`src/rtl/cms_pkg.sv`:
```
package cms_pkg;
  localparam int unsigned DATA_W = 16;
  // routine selectors
  localparam logic [1:0] RT_DELETE  = 2'h0;
  localparam logic [1:0] RT_SETADDR = 2'h1;
  localparam logic [1:0] RT_READ    = 2'h2;
  // command codes
  localparam logic [15:0] EMPTY_HIGHEST_MATCH_CMD = 16'h042d;
  localparam logic [15:0] BACKGROUND_SET_CMD      = 16'h0619;
  localparam logic [15:0] FOREGROUND_SET_CMD      = 16'h0618;
  localparam logic [15:0] TARGET_ADDR_REG_CMD     = 16'h0220;
  localparam logic [15:0] TARGET_CHIP_SELECT_CMD  = 16'h0228;
  localparam logic [15:0] SELECT_ALL_CHIPS        = 16'hffff;
  localparam logic [15:0] DONT_CARE_WORD          = 16'h0000;
  // enable low widths and high gaps in clocks, 90 ns grade defaults
  localparam logic [3:0] SHORT_LOW  = 4'h2;
  localparam logic [3:0] MEDIUM_LOW = 4'h3;
  localparam logic [3:0] LONG_LOW   = 4'h4;
  localparam logic [3:0] HIGH_GAP   = 4'h1;
  localparam logic [3:0] COMPARE_GAP = 4'h4;
  // cycle length codes
  localparam logic [1:0] LEN_SHORT  = 2'h0;
  localparam logic [1:0] LEN_MEDIUM = 2'h1;
  localparam logic [1:0] LEN_LONG   = 2'h2;
  localparam logic [3:0] STEP_ONE   = 4'h1;
  localparam logic [2:0] SEG_LAST   = 3'h3;
endpackage

```
`src/rtl/cms_cycle_if.sv`:
```
interface cms_cycle_if;
  import cms_pkg::*;
  logic               start;
  logic               cmd;
  logic               wr;
  logic               cmp;
  logic [1:0]         len;
  logic [DATA_W-1:0]  wdata;
  logic               busy;
  logic               done;
  logic [DATA_W-1:0]  rdata;
  modport seq (output start, cmd, wr, cmp, len, wdata, input busy, done, rdata);
  modport eng (input start, cmd, wr, cmp, len, wdata, output busy, done, rdata);
endinterface

```
`src/rtl/cms_cycle_engine.sv`:
```
module cms_cycle_engine
  import cms_pkg::*;
(
  input  wire logic  clk_in,
  input  wire logic  rst_in,
  cms_cycle_if.eng   cyc,
  input  wire logic [DATA_W-1:0] dq_in,
  output logic [DATA_W-1:0]      dq_out,
  output logic                   dq_oe_out,
  output logic                   enable_n_out,
  output logic                   cmd_n_out,
  output logic                   write_n_out,
  output logic                   cmp_n_out
);
  typedef enum logic [2:0] {CE_IDLE = 3'b001, CE_LOW = 3'b010, CE_HIGH = 3'b100} cms_ce_e;
  logic [DATA_W-1:0] dq_out_ff;
  logic              dq_oe_ff, enable_n_ff, cmd_n_ff, write_n_ff, cmp_n_ff;
  cms_ce_e           st_ff, nxt_st;
  logic [3:0]        cnt_ff, nxt_cnt;
  logic [DATA_W-1:0] rd_ff, nxt_rd, nxt_dq;
  logic              nxt_oe, nxt_en, nxt_cm, nxt_w, nxt_ec, cmp_ff, nxt_cmp;

  always_comb begin
    nxt_st = st_ff;
    nxt_cnt = cnt_ff;
    nxt_rd = rd_ff;
    nxt_dq = dq_out_ff;
    nxt_oe = dq_oe_ff;
    nxt_en = enable_n_ff;
    nxt_cm = cmd_n_ff;
    nxt_w = write_n_ff;
    nxt_ec = cmp_n_ff;
    nxt_cmp = cmp_ff;
    unique case (st_ff)
      CE_IDLE: begin
        if (cyc.start) begin
          nxt_st = CE_LOW;
          nxt_en = 1'b0;
          nxt_cm = ~cyc.cmd;
          nxt_w = ~cyc.wr;
          nxt_ec = ~cyc.cmp;
          nxt_cmp = cyc.cmp;
          nxt_oe = cyc.wr;
          nxt_dq = cyc.wdata;
          unique case (cyc.len)
            LEN_LONG:   nxt_cnt = LONG_LOW - STEP_ONE;
            LEN_MEDIUM: nxt_cnt = MEDIUM_LOW - STEP_ONE;
            default:    nxt_cnt = SHORT_LOW - STEP_ONE;
          endcase
        end
      end
      CE_LOW: begin
        if (cnt_ff == 4'h0) begin
          nxt_st = CE_HIGH;
          nxt_en = 1'b1;
          nxt_rd = dq_in;
          nxt_cnt = (cmp_ff ? COMPARE_GAP : HIGH_GAP) - STEP_ONE;
        end else begin
          nxt_cnt = cnt_ff - STEP_ONE;
        end
      end
      CE_HIGH: begin
        if (cnt_ff == 4'h0) begin
          nxt_st = CE_IDLE;
          nxt_oe = 1'b0;
          nxt_cm = 1'b1;
          nxt_w = 1'b1;
          nxt_ec = 1'b1;
          nxt_cmp = 1'b0;
        end else begin
          nxt_cnt = cnt_ff - STEP_ONE;
        end
      end
      default: nxt_st = CE_IDLE;
    endcase
  end

  always_ff @(posedge clk_in) begin
    if (rst_in) begin
      st_ff <= CE_IDLE;
      cnt_ff <= 4'h0;
      rd_ff <= 16'h0000;
      dq_out_ff <= 16'h0000;
      dq_oe_ff <= 1'b0;
      enable_n_ff <= 1'b1;
      cmd_n_ff <= 1'b1;
      write_n_ff <= 1'b1;
      cmp_n_ff <= 1'b1;
      cmp_ff <= 1'b0;
    end else begin
      st_ff <= nxt_st;
      cnt_ff <= nxt_cnt;
      rd_ff <= nxt_rd;
      dq_out_ff <= nxt_dq;
      dq_oe_ff <= nxt_oe;
      enable_n_ff <= nxt_en;
      cmd_n_ff <= nxt_cm;
      write_n_ff <= nxt_w;
      cmp_n_ff <= nxt_ec;
      cmp_ff <= nxt_cmp;
    end
  end

  assign cyc.busy = (st_ff != CE_IDLE);
  assign cyc.done = (st_ff == CE_HIGH) && (cnt_ff == 4'h0);
  assign cyc.rdata = rd_ff;
  assign dq_out = dq_out_ff;
  assign dq_oe_out = dq_oe_ff;
  assign enable_n_out = enable_n_ff;
  assign cmd_n_out = cmd_n_ff;
  assign write_n_out = write_n_ff;
  assign cmp_n_out = cmp_n_ff;
endmodule

```
`src/rtl/cam_maintenance_sequencer.sv`:
```
// Function
// - delete opens with short dummy data write to segment 0.
// - delete writes three address words, compare enable low on third only.
// - delete ends with long command cycle carrying empty highest match code.
// - set-address and read-entries open with short background set command.
// - set-address targets address register then writes the address value.
// - set-address and read-entries end with short foreground set command.
// - read-entries targets chip select register then writes page address.
// - read-entries does four long data reads, segments 0 to 3 ascending.
// - two medium command reads give status bits 15:0 then 31:16.
// - read-entries reselects all chips via chip select before foreground restore.
// - repeated reads need no address reload; memory address auto-advances.
module cam_maintenance_sequencer
  import cms_pkg::*;
(
  input  wire logic              core_clk_in,
  input  wire logic              rst_in,
  input  wire logic              req_valid_in,
  input  wire logic [1:0]        req_routine_in,
  input  wire logic [47:0]       req_key_in,
  input  wire logic [15:0]       req_value_in,
  output logic                   req_ready_out,
  output logic                   done_out,
  output logic [63:0]            entry_data_out,
  output logic [31:0]            entry_status_out,
  input  wire logic [15:0]       cam_dq_in,
  output logic [15:0]            cam_dq_out,
  output logic                   cam_dq_oe_out,
  output logic                   cam_enable_n_out,
  output logic                   cam_command_strobe_n_out,
  output logic                   cam_write_n_out,
  output logic                   cam_compare_latch_n_out
);
  typedef enum logic [3:0] {
    SQ_IDLE = 4'b0001, SQ_ISSUE = 4'b0010, SQ_WAIT = 4'b0100, SQ_DONE = 4'b1000
  } cms_sq_e;

  cms_cycle_if cyc ();

  logic [15:0] dq_in_1_ff, dq_in_2_ff, dq_in_3_ff;
  cms_sq_e     st_ff, nxt_st;
  logic [1:0]  rt_ff, nxt_rt;
  logic [3:0]  step_ff, nxt_step;
  logic [47:0] key_ff, nxt_key;
  logic [15:0] val_ff, nxt_val;
  logic [63:0] data_ff, nxt_data;
  logic [31:0] stat_ff, nxt_stat;
  logic        done_ff, nxt_done;
  logic        s_cmd, s_wr, s_cmp, s_last;
  logic [1:0]  s_len;
  logic [15:0] s_data;
  logic [3:0]  last_step;

  // read data is off-domain pin data: two stages feed the engine, third stage only for the check
  always_ff @(posedge core_clk_in) begin
    if (rst_in) begin
      dq_in_1_ff <= 16'h0000;
      dq_in_2_ff <= 16'h0000;
      dq_in_3_ff <= 16'h0000;
    end else begin
      dq_in_1_ff <= cam_dq_in;
      dq_in_2_ff <= dq_in_1_ff;
      dq_in_3_ff <= dq_in_2_ff;
    end
  end

  // per-step cycle description
  always_comb begin
    s_cmd = 1'b1;
    s_wr = 1'b1;
    s_cmp = 1'b0;
    s_len = LEN_SHORT;
    s_data = DONT_CARE_WORD;
    last_step = 4'h3;
    unique case (rt_ff)
      RT_DELETE: begin
        last_step = 4'h4;
        unique case (step_ff)
          4'h0: s_cmd = 1'b0;
          4'h1: begin s_cmd = 1'b0; s_data = key_ff[15:0]; end
          4'h2: begin s_cmd = 1'b0; s_data = key_ff[31:16]; end
          4'h3: begin s_cmd = 1'b0; s_data = key_ff[47:32]; s_cmp = 1'b1; end
          default: begin s_len = LEN_LONG; s_data = EMPTY_HIGHEST_MATCH_CMD; end
        endcase
      end
      RT_SETADDR: begin
        unique case (step_ff)
          4'h0: s_data = BACKGROUND_SET_CMD;
          4'h1: s_data = TARGET_ADDR_REG_CMD;
          4'h2: s_data = val_ff;
          default: s_data = FOREGROUND_SET_CMD;
        endcase
      end
      default: begin
        last_step = 4'hb;
        unique case (step_ff)
          4'h0: s_data = BACKGROUND_SET_CMD;
          4'h1: s_data = TARGET_CHIP_SELECT_CMD;
          4'h2: s_data = val_ff;
          4'h3, 4'h4, 4'h5, 4'h6: begin s_cmd = 1'b0; s_wr = 1'b0; s_len = LEN_LONG; end
          4'h7, 4'h8: begin s_wr = 1'b0; s_len = LEN_MEDIUM; end
          4'h9: s_data = TARGET_CHIP_SELECT_CMD;
          4'ha: s_data = SELECT_ALL_CHIPS;
          default: s_data = FOREGROUND_SET_CMD;
        endcase
      end
    endcase
    s_last = (step_ff == last_step);
  end

  always_comb begin
    nxt_st = st_ff;
    nxt_rt = rt_ff;
    nxt_step = step_ff;
    nxt_key = key_ff;
    nxt_val = val_ff;
    nxt_data = data_ff;
    nxt_stat = stat_ff;
    nxt_done = 1'b0;
    unique case (st_ff)
      SQ_IDLE: begin
        if (req_valid_in && (req_routine_in != 2'h3)) begin
          nxt_st = SQ_ISSUE;
          nxt_rt = req_routine_in;
          nxt_step = 4'h0;
          nxt_key = req_key_in;
          nxt_val = req_value_in;
        end
      end
      SQ_ISSUE: nxt_st = SQ_WAIT;
      SQ_WAIT: begin
        if (cyc.done) begin
          if (rt_ff == RT_READ) begin
            if (step_ff >= 4'h3 && step_ff <= 4'h6) begin
              nxt_data = {cyc.rdata, data_ff[63:16]};
            end
            if (step_ff == 4'h7 || step_ff == 4'h8) begin
              nxt_stat = {cyc.rdata, stat_ff[31:16]};
            end
          end
          if (s_last) begin
            nxt_st = SQ_DONE;
          end else begin
            nxt_st = SQ_ISSUE;
            nxt_step = step_ff + STEP_ONE;
          end
        end
      end
      SQ_DONE: begin
        nxt_st = SQ_IDLE;
        nxt_done = 1'b1;
      end
      default: nxt_st = SQ_IDLE;
    endcase
  end

  always_ff @(posedge core_clk_in) begin
    if (rst_in) begin
      st_ff <= SQ_IDLE;
      rt_ff <= RT_DELETE;
      step_ff <= 4'h0;
      key_ff <= 48'h0;
      val_ff <= 16'h0000;
      data_ff <= 64'h0;
      stat_ff <= 32'h0;
      done_ff <= 1'b0;
    end else begin
      st_ff <= nxt_st;
      rt_ff <= nxt_rt;
      step_ff <= nxt_step;
      key_ff <= nxt_key;
      val_ff <= nxt_val;
      data_ff <= nxt_data;
      stat_ff <= nxt_stat;
      done_ff <= nxt_done;
    end
  end

  assign cyc.start = (st_ff == SQ_ISSUE);
  assign cyc.cmd = s_cmd;
  assign cyc.wr = s_wr;
  assign cyc.cmp = s_cmp;
  assign cyc.len = s_len;
  assign cyc.wdata = s_data;
  assign req_ready_out = (st_ff == SQ_IDLE);
  assign done_out = done_ff;
  assign entry_data_out = data_ff;
  assign entry_status_out = stat_ff;

  // no address reload needed between reads
  cms_cycle_engine u_eng (
    .clk_in       (core_clk_in),
    .rst_in       (rst_in),
    .cyc          (cyc),
    .dq_in        (dq_in_2_ff),
    .dq_out       (cam_dq_out),
    .dq_oe_out    (cam_dq_oe_out),
    .enable_n_out (cam_enable_n_out),
    .cmd_n_out    (cam_command_strobe_n_out),
    .write_n_out  (cam_write_n_out),
    .cmp_n_out    (cam_compare_latch_n_out)
  );
endmodule

```
`config.mk`:
```
export PLATFORM = sky130hd
export DESIGN_NAME = cam_maintenance_sequencer
export DESIGN_NICKNAME = d
export VERILOG_FILES = /design/src/rtl/cms_pkg.sv /design/src/rtl/cms_cycle_if.sv /design/src/rtl/cms_cycle_engine.sv /design/src/rtl/cam_maintenance_sequencer.sv
export SDC_FILE = /design/constraint.sdc
export NUM_CORES = 1
export LEC_CHECK = 0
export BUFFER_PORTS_ARGS = -buffer_cell sky130_fd_sc_hd__buf_2
export CAP_MARGIN = 20
export CELL_PAD_IN_SITES_DETAIL_PLACEMENT = 1
export CELL_PAD_IN_SITES_GLOBAL_PLACEMENT = 1
export CORE_ASPECT_RATIO = 1.4
export CORE_MARGIN = 8
export CORE_UTILIZATION = 37
export CTS_BUF_LIST = sky130_fd_sc_hd__clkbuf_8
export DETAILED_ROUTE_END_ITERATION = 8
export GPL_TIMING_DRIVEN = 0
export PLACE_DENSITY_LB_ADDON = 0.25
export SYNTH_ARGS = -nofsm -noshare
export SYNTH_HDL_FRONTEND = slang
export SYNTH_HIERARCHICAL = 1
export SYNTH_SLANG_ARGS = --single-unit
```
`constraint.sdc`:
```
create_clock -name core_clk_in -period 2.5 [get_ports core_clk_in]
set_clock_uncertainty 0.2 [all_clocks]
set_input_delay 0 -clock core_clk_in [delete_from_list [all_inputs] [get_ports core_clk_in]]
set_output_delay 0 -clock core_clk_in [all_outputs]
set_load 0.005 [all_outputs]
```
Yosys cells after proc, flatten, opt, wreduce, memory -nomap -nowiden
Index checks and enable logic that the tools add are counted.

cells by class
  $add $sub $neg = 3
  multiply operators = 0
  divide/modulo/power cells = 0
  magnitude comparators = 2
  equal/unequal tests = 30
  shift operators = 0
  muxes and demuxes = 48
  bitwise logic cells = 3
  reduce and logical (&&, ||, !) cells = 28

operator list
  kind                 count
  $pmux 16 s5          1
  $pmux 16 s4          1
  $pmux 16 s3          1
  $mux 4               9
  $pmux 16 s2          1
  $pmux 4 s3           2
  $eq 4x3->1 const B   5
  $eq 4x4->1 const B   4
  $pmux 4 s2           2
  $mux 1               15
  $pmux 1 s2           7
  $eq 4x2->1 const B   3
  $mux 3               4
  $pmux 2 s2           3
  $reduce_and 3->1     4
  $reduce_and 4->1     3
  $ne 2x2->1 const B   5
  $pmux 3 s3           1
  $eq 4x1->1 const B   2
  $logic_not 4->1      2
  $reduce_and 2->1     4
  $reduce_or 4->1      2
  $sub 4x1->4 const B  2
  $ne 2x1->1 const B   3
  18 further kinds     28

word-level totals
  register bits after elaboration = 248
  latch bits = 0
  bits in writable memories = 0
  ROM bits = 0
  output and inout port bits = 119
  memories = 0

Logic depth before layout (Yosys ltp)
Gate-level depths: netlist (run 1).

  depth in word-level cells = 8
  depth in mapped cells = 11
  depth with buffers taken out = 9

Cells and area by module
Netlist (run 1), hierarchy kept.

by module, submodules not included
  module                     times used  cells each  area an instance (µm²)
  cam_maintenance_sequencer  1           993         8079.0
  cms_cycle_engine           1           217         1770.4

Worst setup path before layout (run 1)
OpenSTA, ideal clock, no wires.

  kind = register to register
  start point = reg u_eng.cnt_ff[0]
  end point = reg step_ff[0]
  arrival = 2.168 ns
  path slack = 0.016 ns
  stages on the path, launching flop included = 9
  cells stage by stage = dfxtp_1 -> inv_1 -> ha_1 -> or3b_4 -> nor3_1 -> clkbuf_1 -> nand2_1 -> or3_1 -> a41o_1

between the ends
  cells in the longest elaborated chain, start to end = 4

ends and longest elaborated chain
  element                            RTL line                          text
  start: declaration                 cms_cycle_engine.sv:19            logic [3:0] cnt_ff, nxt_cnt;
  start signal: assignment           cms_cycle_engine.sv:92            cnt_ff <= nxt_cnt;
  $logic_not 4->1                    cms_cycle_engine.sv:105           assign cyc.done = (st_ff == CE_HIGH) && (cnt_ff == 4'h0);
  $logic_and 1x1->1                  cms_cycle_engine.sv:105
  net cyc.done                       cms_cycle_if.sv:10                logic done;
  $ne 2x2->1 (no source line)        n/a
  $reduce_and 4->1 (no source line)  n/a
  end signal: assignment             cam_maintenance_sequencer.sv:170  step_ff <= nxt_step;
  end: declaration                   cam_maintenance_sequencer.sv:43   logic [3:0] step_ff, nxt_step;

The timed path passes the listed nets, and every way through them passes these cells.
A chain may end at the register's enable or synchronous reset.

Final worst setup path (run 1)
  start point = reg u_eng.cnt_ff[0]
  end point = reg data_ff[20] (netlist: entry_data_out[20])

between the ends
  cells in the longest elaborated chain, start to end = 3

ends and longest elaborated chain
  element                            RTL line                          text
  $logic_not 4->1                    cms_cycle_engine.sv:105
  $logic_and 1x1->1                  cms_cycle_engine.sv:105
  net cyc.done                       cms_cycle_if.sv:10
  $reduce_and 4->1 (no source line)  n/a
  end signal: assignment             cam_maintenance_sequencer.sv:173  data_ff <= nxt_data;
  end: declaration                   cam_maintenance_sequencer.sv:46   logic [63:0] data_ff, nxt_data;

The timed path passes the listed nets, and every way through them passes these cells.

==> results.toml, run 1 <==
[global_route]
antenna_found_initial = 0
grt_pass1_wl_mm = 60.73
grt.busiest_layer = "met2"
overflow = 0
grt_max_degree = 12
grt_pass1_vias = 11040
grt_util_met3_pct = 4.812
use_met2_pct = 47.61
grtUsageMet1_pct = 21.97
grt_usage_pct = 23.87

[critical_path]
crit_fanout = 10
end_kind = "flip-flop"
max_stage_delay_ns = 0.42
path_cells = "inv_1, ha_2, or3b_4, nor3_4, buf_8, and3_4, buf_4, buf_6, nand3_1, a21oi_1"
cp_top_family = "simple AND/OR/NAND/NOR gates"
crit_path_start_kind = "flip-flop"
cpMaxStageDelayCell = "or3b_4"
critPathRequiredTime_ns = 2.79
cp_num_buf_inv = 4
crit_arrival_ns = 2.74
critPathKind = "reg -> reg"

[detailed_routing]
drt-total-wl_mm = 39.59
drc = 0
ant_nets = 0
vias = 10240
drt_iter0_drc = 393
first_pass_iters = 6
avgViaCountPerCell = 5.326
wire_per_inst_um = 20.59

[sta]
worstMarginPinSlew_ns = 0.8112
min_period_ns = 2.451
finalSetupViolations = 0
holdWs_ns = 0.009298
slew_viol_final = 0
fmax_ghz = 0.4080
rsz0062_at_grt = "yes"
final.period_utilization_pct = 98.05
setup_tns_ns = 0
slew_headroom_pct = 45.92
hold_viol_final = 0

[placed_design]
io_buffers = 203
place_congestion = 0.9006
dp.cells = 1737
dp_hpwl_mm = 27.84

[clock_network]
clkLatencyLatePin_ns = 0.57
cts-root-buf = "clkbuf_8"
cts_tree = "yes"
clock-sinks = 248
clk_pin_slew_ns = 0.06
cts-buffers-inserted = 41
clk_path_buf_depth = 3
cts-htree-levels = 2

[flow_run]
max_cap_viol_count = 0

[floorplan]
dieArea_sq_um = 32160
pin_count = 204
die_y_um = 209.0
num_rows = 70
die_width_um = 153.9
core_area_sq_um = 26190
start_util_pct = 37.60

[pwr]
p_clk_share_pct = 41.8
power_density_nw_per_um2 = 612.1
pwr-share-seq_pct = 49.9
power_mw = 8.295
p_int_mw = 6.178
netSwitchingFraction_pct = 25.52
ir_worst_vdd_mv = 0.3418
power_frac_comb_pct = 8.3
leakagePower_nw = 5.386
switchingPower_mw = 2.117

[synthesis]
synth_nets = 1300
synth_cells = 1209
syn_avg_cell_area_sq_um = 8.144
yosysWarnings = 6
synth.cell_area_sq_um = 9846

[final_layout]
mostFrequentLayoutCells = "nand2_1, dfxtp_1, a21oi_1"
insertedDiodeCount = 0
nFillCells = 3196
area_delta_synth_final_pct = 37.64
mostFrequentLayoutCell = "nand2_1"
drive_gt1_share_pct = 23.76
fin_cells = 1923
nets = 1664

[min_path]
hp-class = "in -> reg"

[run_status]
outcome = "complete, no violations"
## power by group through the flow
stage / registers, mW / clock network, mW / logic, mW
after floorplan: 4.18 / 0 / 0.308
after global placement: 4.22 / 0 / 0.506
after detailed placement: 4.22 / 0 / 0.518
after CTS: 4.13 / 3.54 / 0.658
after global routing: 4.15 / 3.71 / 0.743
final: 4.14 / 3.47 / 0.686
## metrics by stage
step	setup WS [ns]	utilization [%]	instance area [sq um]
after floorplan	0.01559	-	9846
after global placement	-0.8109	43.02	11270
after detailed placement	-0.8430	43.07	11280
after CTS	0.001332	50.83	13310
after global routing	-0.02289	51.75	13550
final	0.04883	51.75	13550
## metal layers
layer	share of wire (%)	vias up
met4	5.1	0
met3	4.4	97
met1	35	4938
met5	0	-
li1	-	4898
met2	55	308
## worst register-to-register path: cells and delay by family, from the launching register on
family | cells | cell delay [ns]
AO/OA/AOI/OAI | 1 | 0.15
AND/OR/NAND/NOR | 4 | 0.96
buffers and inverters | 4 | 0.56
adder cells (fa/ha/maj) | 1 | 0.18
flip-flops | 1 | 0.34
## what timing repair did
action / CTS / global route
endpoints found under the setup margin: 127 / 120
hold endpoints to repair: 118 / 0
resized for setup: 51 / 100
cloned: 0 / 3
hold buffers: 105 / 0
pin swaps: 5 / 8
buffers inserted: 9 / 4
## final cells by class
type	count	area, sq um	share of cell area (%)
flip-flops and latches	248	4976	36.72
plain buffers	100	611.8	4.515
clock buffers	47	646.9	4.773
repair buffers	324	2188	16.15
multi-input cells	848	4559	33.64
well taps	324	405.4	2.991
inverters	10	37.54	0.2770
clock inverters	22	126.4	0.9325
## worst paths after layout
check             slack (ns)                         start                              end  depth (start not counted)
setup / recovery        0.05  u_eng/cnt_ff[0]$_SDFFE_PP0P_  entry_data_out[20]$_SDFFE_PP0P_                         10
hold / removal         0.009                  cam_dq_in[3]         dq_in_1_ff[3]$_SDFF_PP0_                          3
setup reg to reg        0.05  u_eng/cnt_ff[0]$_SDFFE_PP0P_  entry_data_out[20]$_SDFFE_PP0P_                         10
hold reg to reg         0.22      dq_in_2_ff[2]$_SDFF_PP0_  u_eng/cyc.rdata[2]$_SDFFE_PP0P_                          2
## registers in the layout, summed over array words and instances (netlist names)
signal / flops
u_eng/enable_n_out: 1
u_eng/dq_oe_out: 1
rt_ff: 2
u_eng/write_n_out: 1
u_eng/cmp_n_out: 1
dq_in_2_ff: 16
done_out: 1
entry_status_out: 32
u_eng/cmd_n_out: 1
u_eng/cyc.rdata: 16
u_eng/cnt_ff: 4
val_ff: 16
entry_data_out: 64
u_eng/st_ff: 3
step_ff: 4
key_ff: 48
u_eng/cmp_ff: 1
u_eng/dq_out: 16
st_ff: 4
dq_in_1_ff: 16
(Power assumes the default switching activity.)
==> run 2: changes to the inputs <==
- SETUP_SLACK_MARGIN: not set -> 0.15
==> run 2 against run 1 <==
Cell count increased by 0.62%. Routed wire length rose by 3.3%. First-iteration DRC count grew 2.5%. Global-route usage shrank 0.055 points. Worst hold slack improved by 0.036 ns. Die area stayed put. Register-to-register slack improved by 0.03 ns. Clock power is essentially flat. Cell area is 4.6% higher. Critical path type unchanged. Sequential share of layout area decreased by 1.6 points.
==> results.toml, run 2 (same netlist as run 1, synthesis figures left out) <==
[critical_path]
crit_path_start_kind = "flip-flop"
r2r-start = "step_ff[0]$_SDFFE_PP0P_"
crit_fanout = 10
critPathKind = "reg -> reg"
max_stage_delay_ns = 0.37
r2r_slack_ns = 0.08
cp_common_cell = "buf_6"
r2r_cells = 9
end_kind = "flip-flop"
critPathRequiredTime_ns = 2.68
cpMaxStageDelayCell = "or3_1"
path_cells = "inv_2, ha_2, buf_6, and3b_2, or3_1, buf_6, buf_4, o21ai_0, a21oi_1"
crit_arrival_ns = 2.60
timing.rr.end = "entry_data_out[9]$_SDFFE_PP0P_"

[final_layout]
nets = 1671
nFillCells = 3140
regArea_sq_um = 4976
largest_register_ffs = 64
utilization_pct = 54.13
insertedDiodeCount = 0
mostFrequentLayoutCells = "nand2_1, dfxtp_1, buf_2"
area_delta_synth_final_pct = 43.97
drive_gt1_share_pct = 29.92
multi_input_area_sq_um = 4982
mostFrequentLayoutCell = "nand2_1"

[pwr]
ir_worst_vdd_mv = 0.3436
leakagePower_nw = 5.595
power_mw = 8.273
power_density_nw_per_um2 = 583.6

[global_route]
overflow = 0
grt_pass1_wl_mm = 60.98
antenna_found_initial = 0
grt_usage_pct = 23.81
grt_pass1_vias = 11250
grt_max_degree = 11

[sta]
finalSetupViolations = 0
final.period_utilization_pct = 96.69
slew_viol_final = 0
hold_viol_final = 0
rsz0062_at_grt = "yes"
slew_headroom_pct = 40.90
fmax_ghz = 0.4137
worst_slack_ns = 0.08274
min_period_ns = 2.417
worstMarginPinSlew_ns = 0.8864

[detailed_routing]
ant_nets = 0
vias = 10390
drt-total-wl_mm = 40.90
wire_per_inst_um = 21.14
drt_iter0_drc = 403
first_pass_iters = 5
avgViaCountPerCell = 5.367
drc = 0

[min_path]
whs_endpoint = "dq_in_1_ff[5]$_SDFF_PP0_"
min_path_cells = 3
hp-start = "cam_dq_in[5]"
hp-class = "in -> reg"

[floorplan]
die_width_um = 153.9
num_rows = 70
core_area_sq_um = 26190
die_y_um = 209.0
dieArea_sq_um = 32160
start_util_pct = 37.60
pin_count = 204

[placed_design]
place_congestion = 0.9040
pre_cts_slack_ns = -0.5018
dp_hpwl_mm = 27.86
io_buffers = 203

[clock_network]
cts-htree-levels = 2
clk_path_buf_depth = 3
cts-buffers-inserted = 40
clkLatencyLatePin_ns = 0.53
cts-root-buf = "clkbuf_8"
clk_pin_slew_ns = 0.06
clock-sinks = 248
cts_tree = "yes"

[run_status]
outcome = "complete, no violations"

[flow_run]
max_cap_viol_count = 0
==> run 2: changes by cell type in the layout (fill, tap and decap cells not counted), moves of 15 or more <==
cell / change
nand3_1: -16
a21oi_1: -22
buf_4: +15
o21ai_0: -46
o21ai_1: +22
a21oi_2: +22
o21ai_2: +23
==> run 2: layout make-up <==
type / count / share of cell area [%]
clock inverter: 22 / 0.6797
buffer: 104 / 5.208
tap: 324 / 2.860
sequential: 248 / 35.10
clock buffer: 51 / 4.952
inverter: 10 / 0.2648
multi-input combinational: 847 / 35.15
timing repair buffer: 329 / 15.78
==> run 2: critical path, delay by kind of cell (launching register included) <==
family          cells  cell delay (ns)
fa+ha+maj           1             0.19
buf+inv             4             0.57
simple gates        2             0.61
flops               1             0.36
compound gates      2             0.35
==> run 2: what timing repair did <==
action / in CTS / in global routing
resized for setup: 102 / 224
endpoints found under the hold margin: 111 / 0
setup endpoints to repair: 126 / 162
hold buffers: 91 / 0
pin swaps: 11 / 34
buffers inserted: 14 / 16
gates cloned: 1 / 3
==> run 2: worst max-delay path by stage <==
stage	from	slack, ns	to
CTS	u_eng/cnt_ff[1]$_SDFFE_PP0P_	0.09	step_ff[2]$_SDFFE_PP0P_
detailed placement	u_eng/cnt_ff[0]$_SDFFE_PP0P_	-0.50	entry_data_out[42]$_SDFFE_PP0P_
finish	step_ff[0]$_SDFFE_PP0P_	0.08	entry_data_out[9]$_SDFFE_PP0P_
floorplan	u_eng/cnt_ff[0]$_SDFFE_PP0P_	0.16	step_ff[0]$_SDFFE_PP0P_
global route	u_eng/cnt_ff[1]$_SDFFE_PP0P_	-0.02	entry_data_out[9]$_SDFFE_PP0P_
global placement	u_eng/cnt_ff[0]$_SDFFE_PP0P_	-0.44	entry_data_out[33]$_SDFFE_PP0P_
==> run 2: power by group <==
group | total (mW) | switching [mW] | internal (mW)
Combinational | 0.687 | 0.386 | 0.301
Sequential | 4.14 | 0.0797 | 4.06
Clock | 3.45 | 1.61 | 1.84
==> run 2: through the flow <==
step / cells / hold WS [ns] / setup TNS (ns) / cell area, sq um
2_1_floorplan: 1209 / -0.07182 / 0 / 9858
3_3_place_gp: 1736 / 0.01178 / -37.95 / 11280
3_5_place_dp: 1737 / 0.01794 / -38.49 / 11280
4_1_cts: 1916 / 0.007101 / 0 / 13420
5_1_grt: 1935 / 0.04570 / -0.02014 / 14170
6_report: 1935 / 0.04537 / 0 / 14170
==> run 2: per-layer routing <==
metal,GRT usage (%),routed length (um)
met1,22.29,14060
met2,46.84,22340
met3,4.213,1957
met4,14.33,2550
met5,0,0
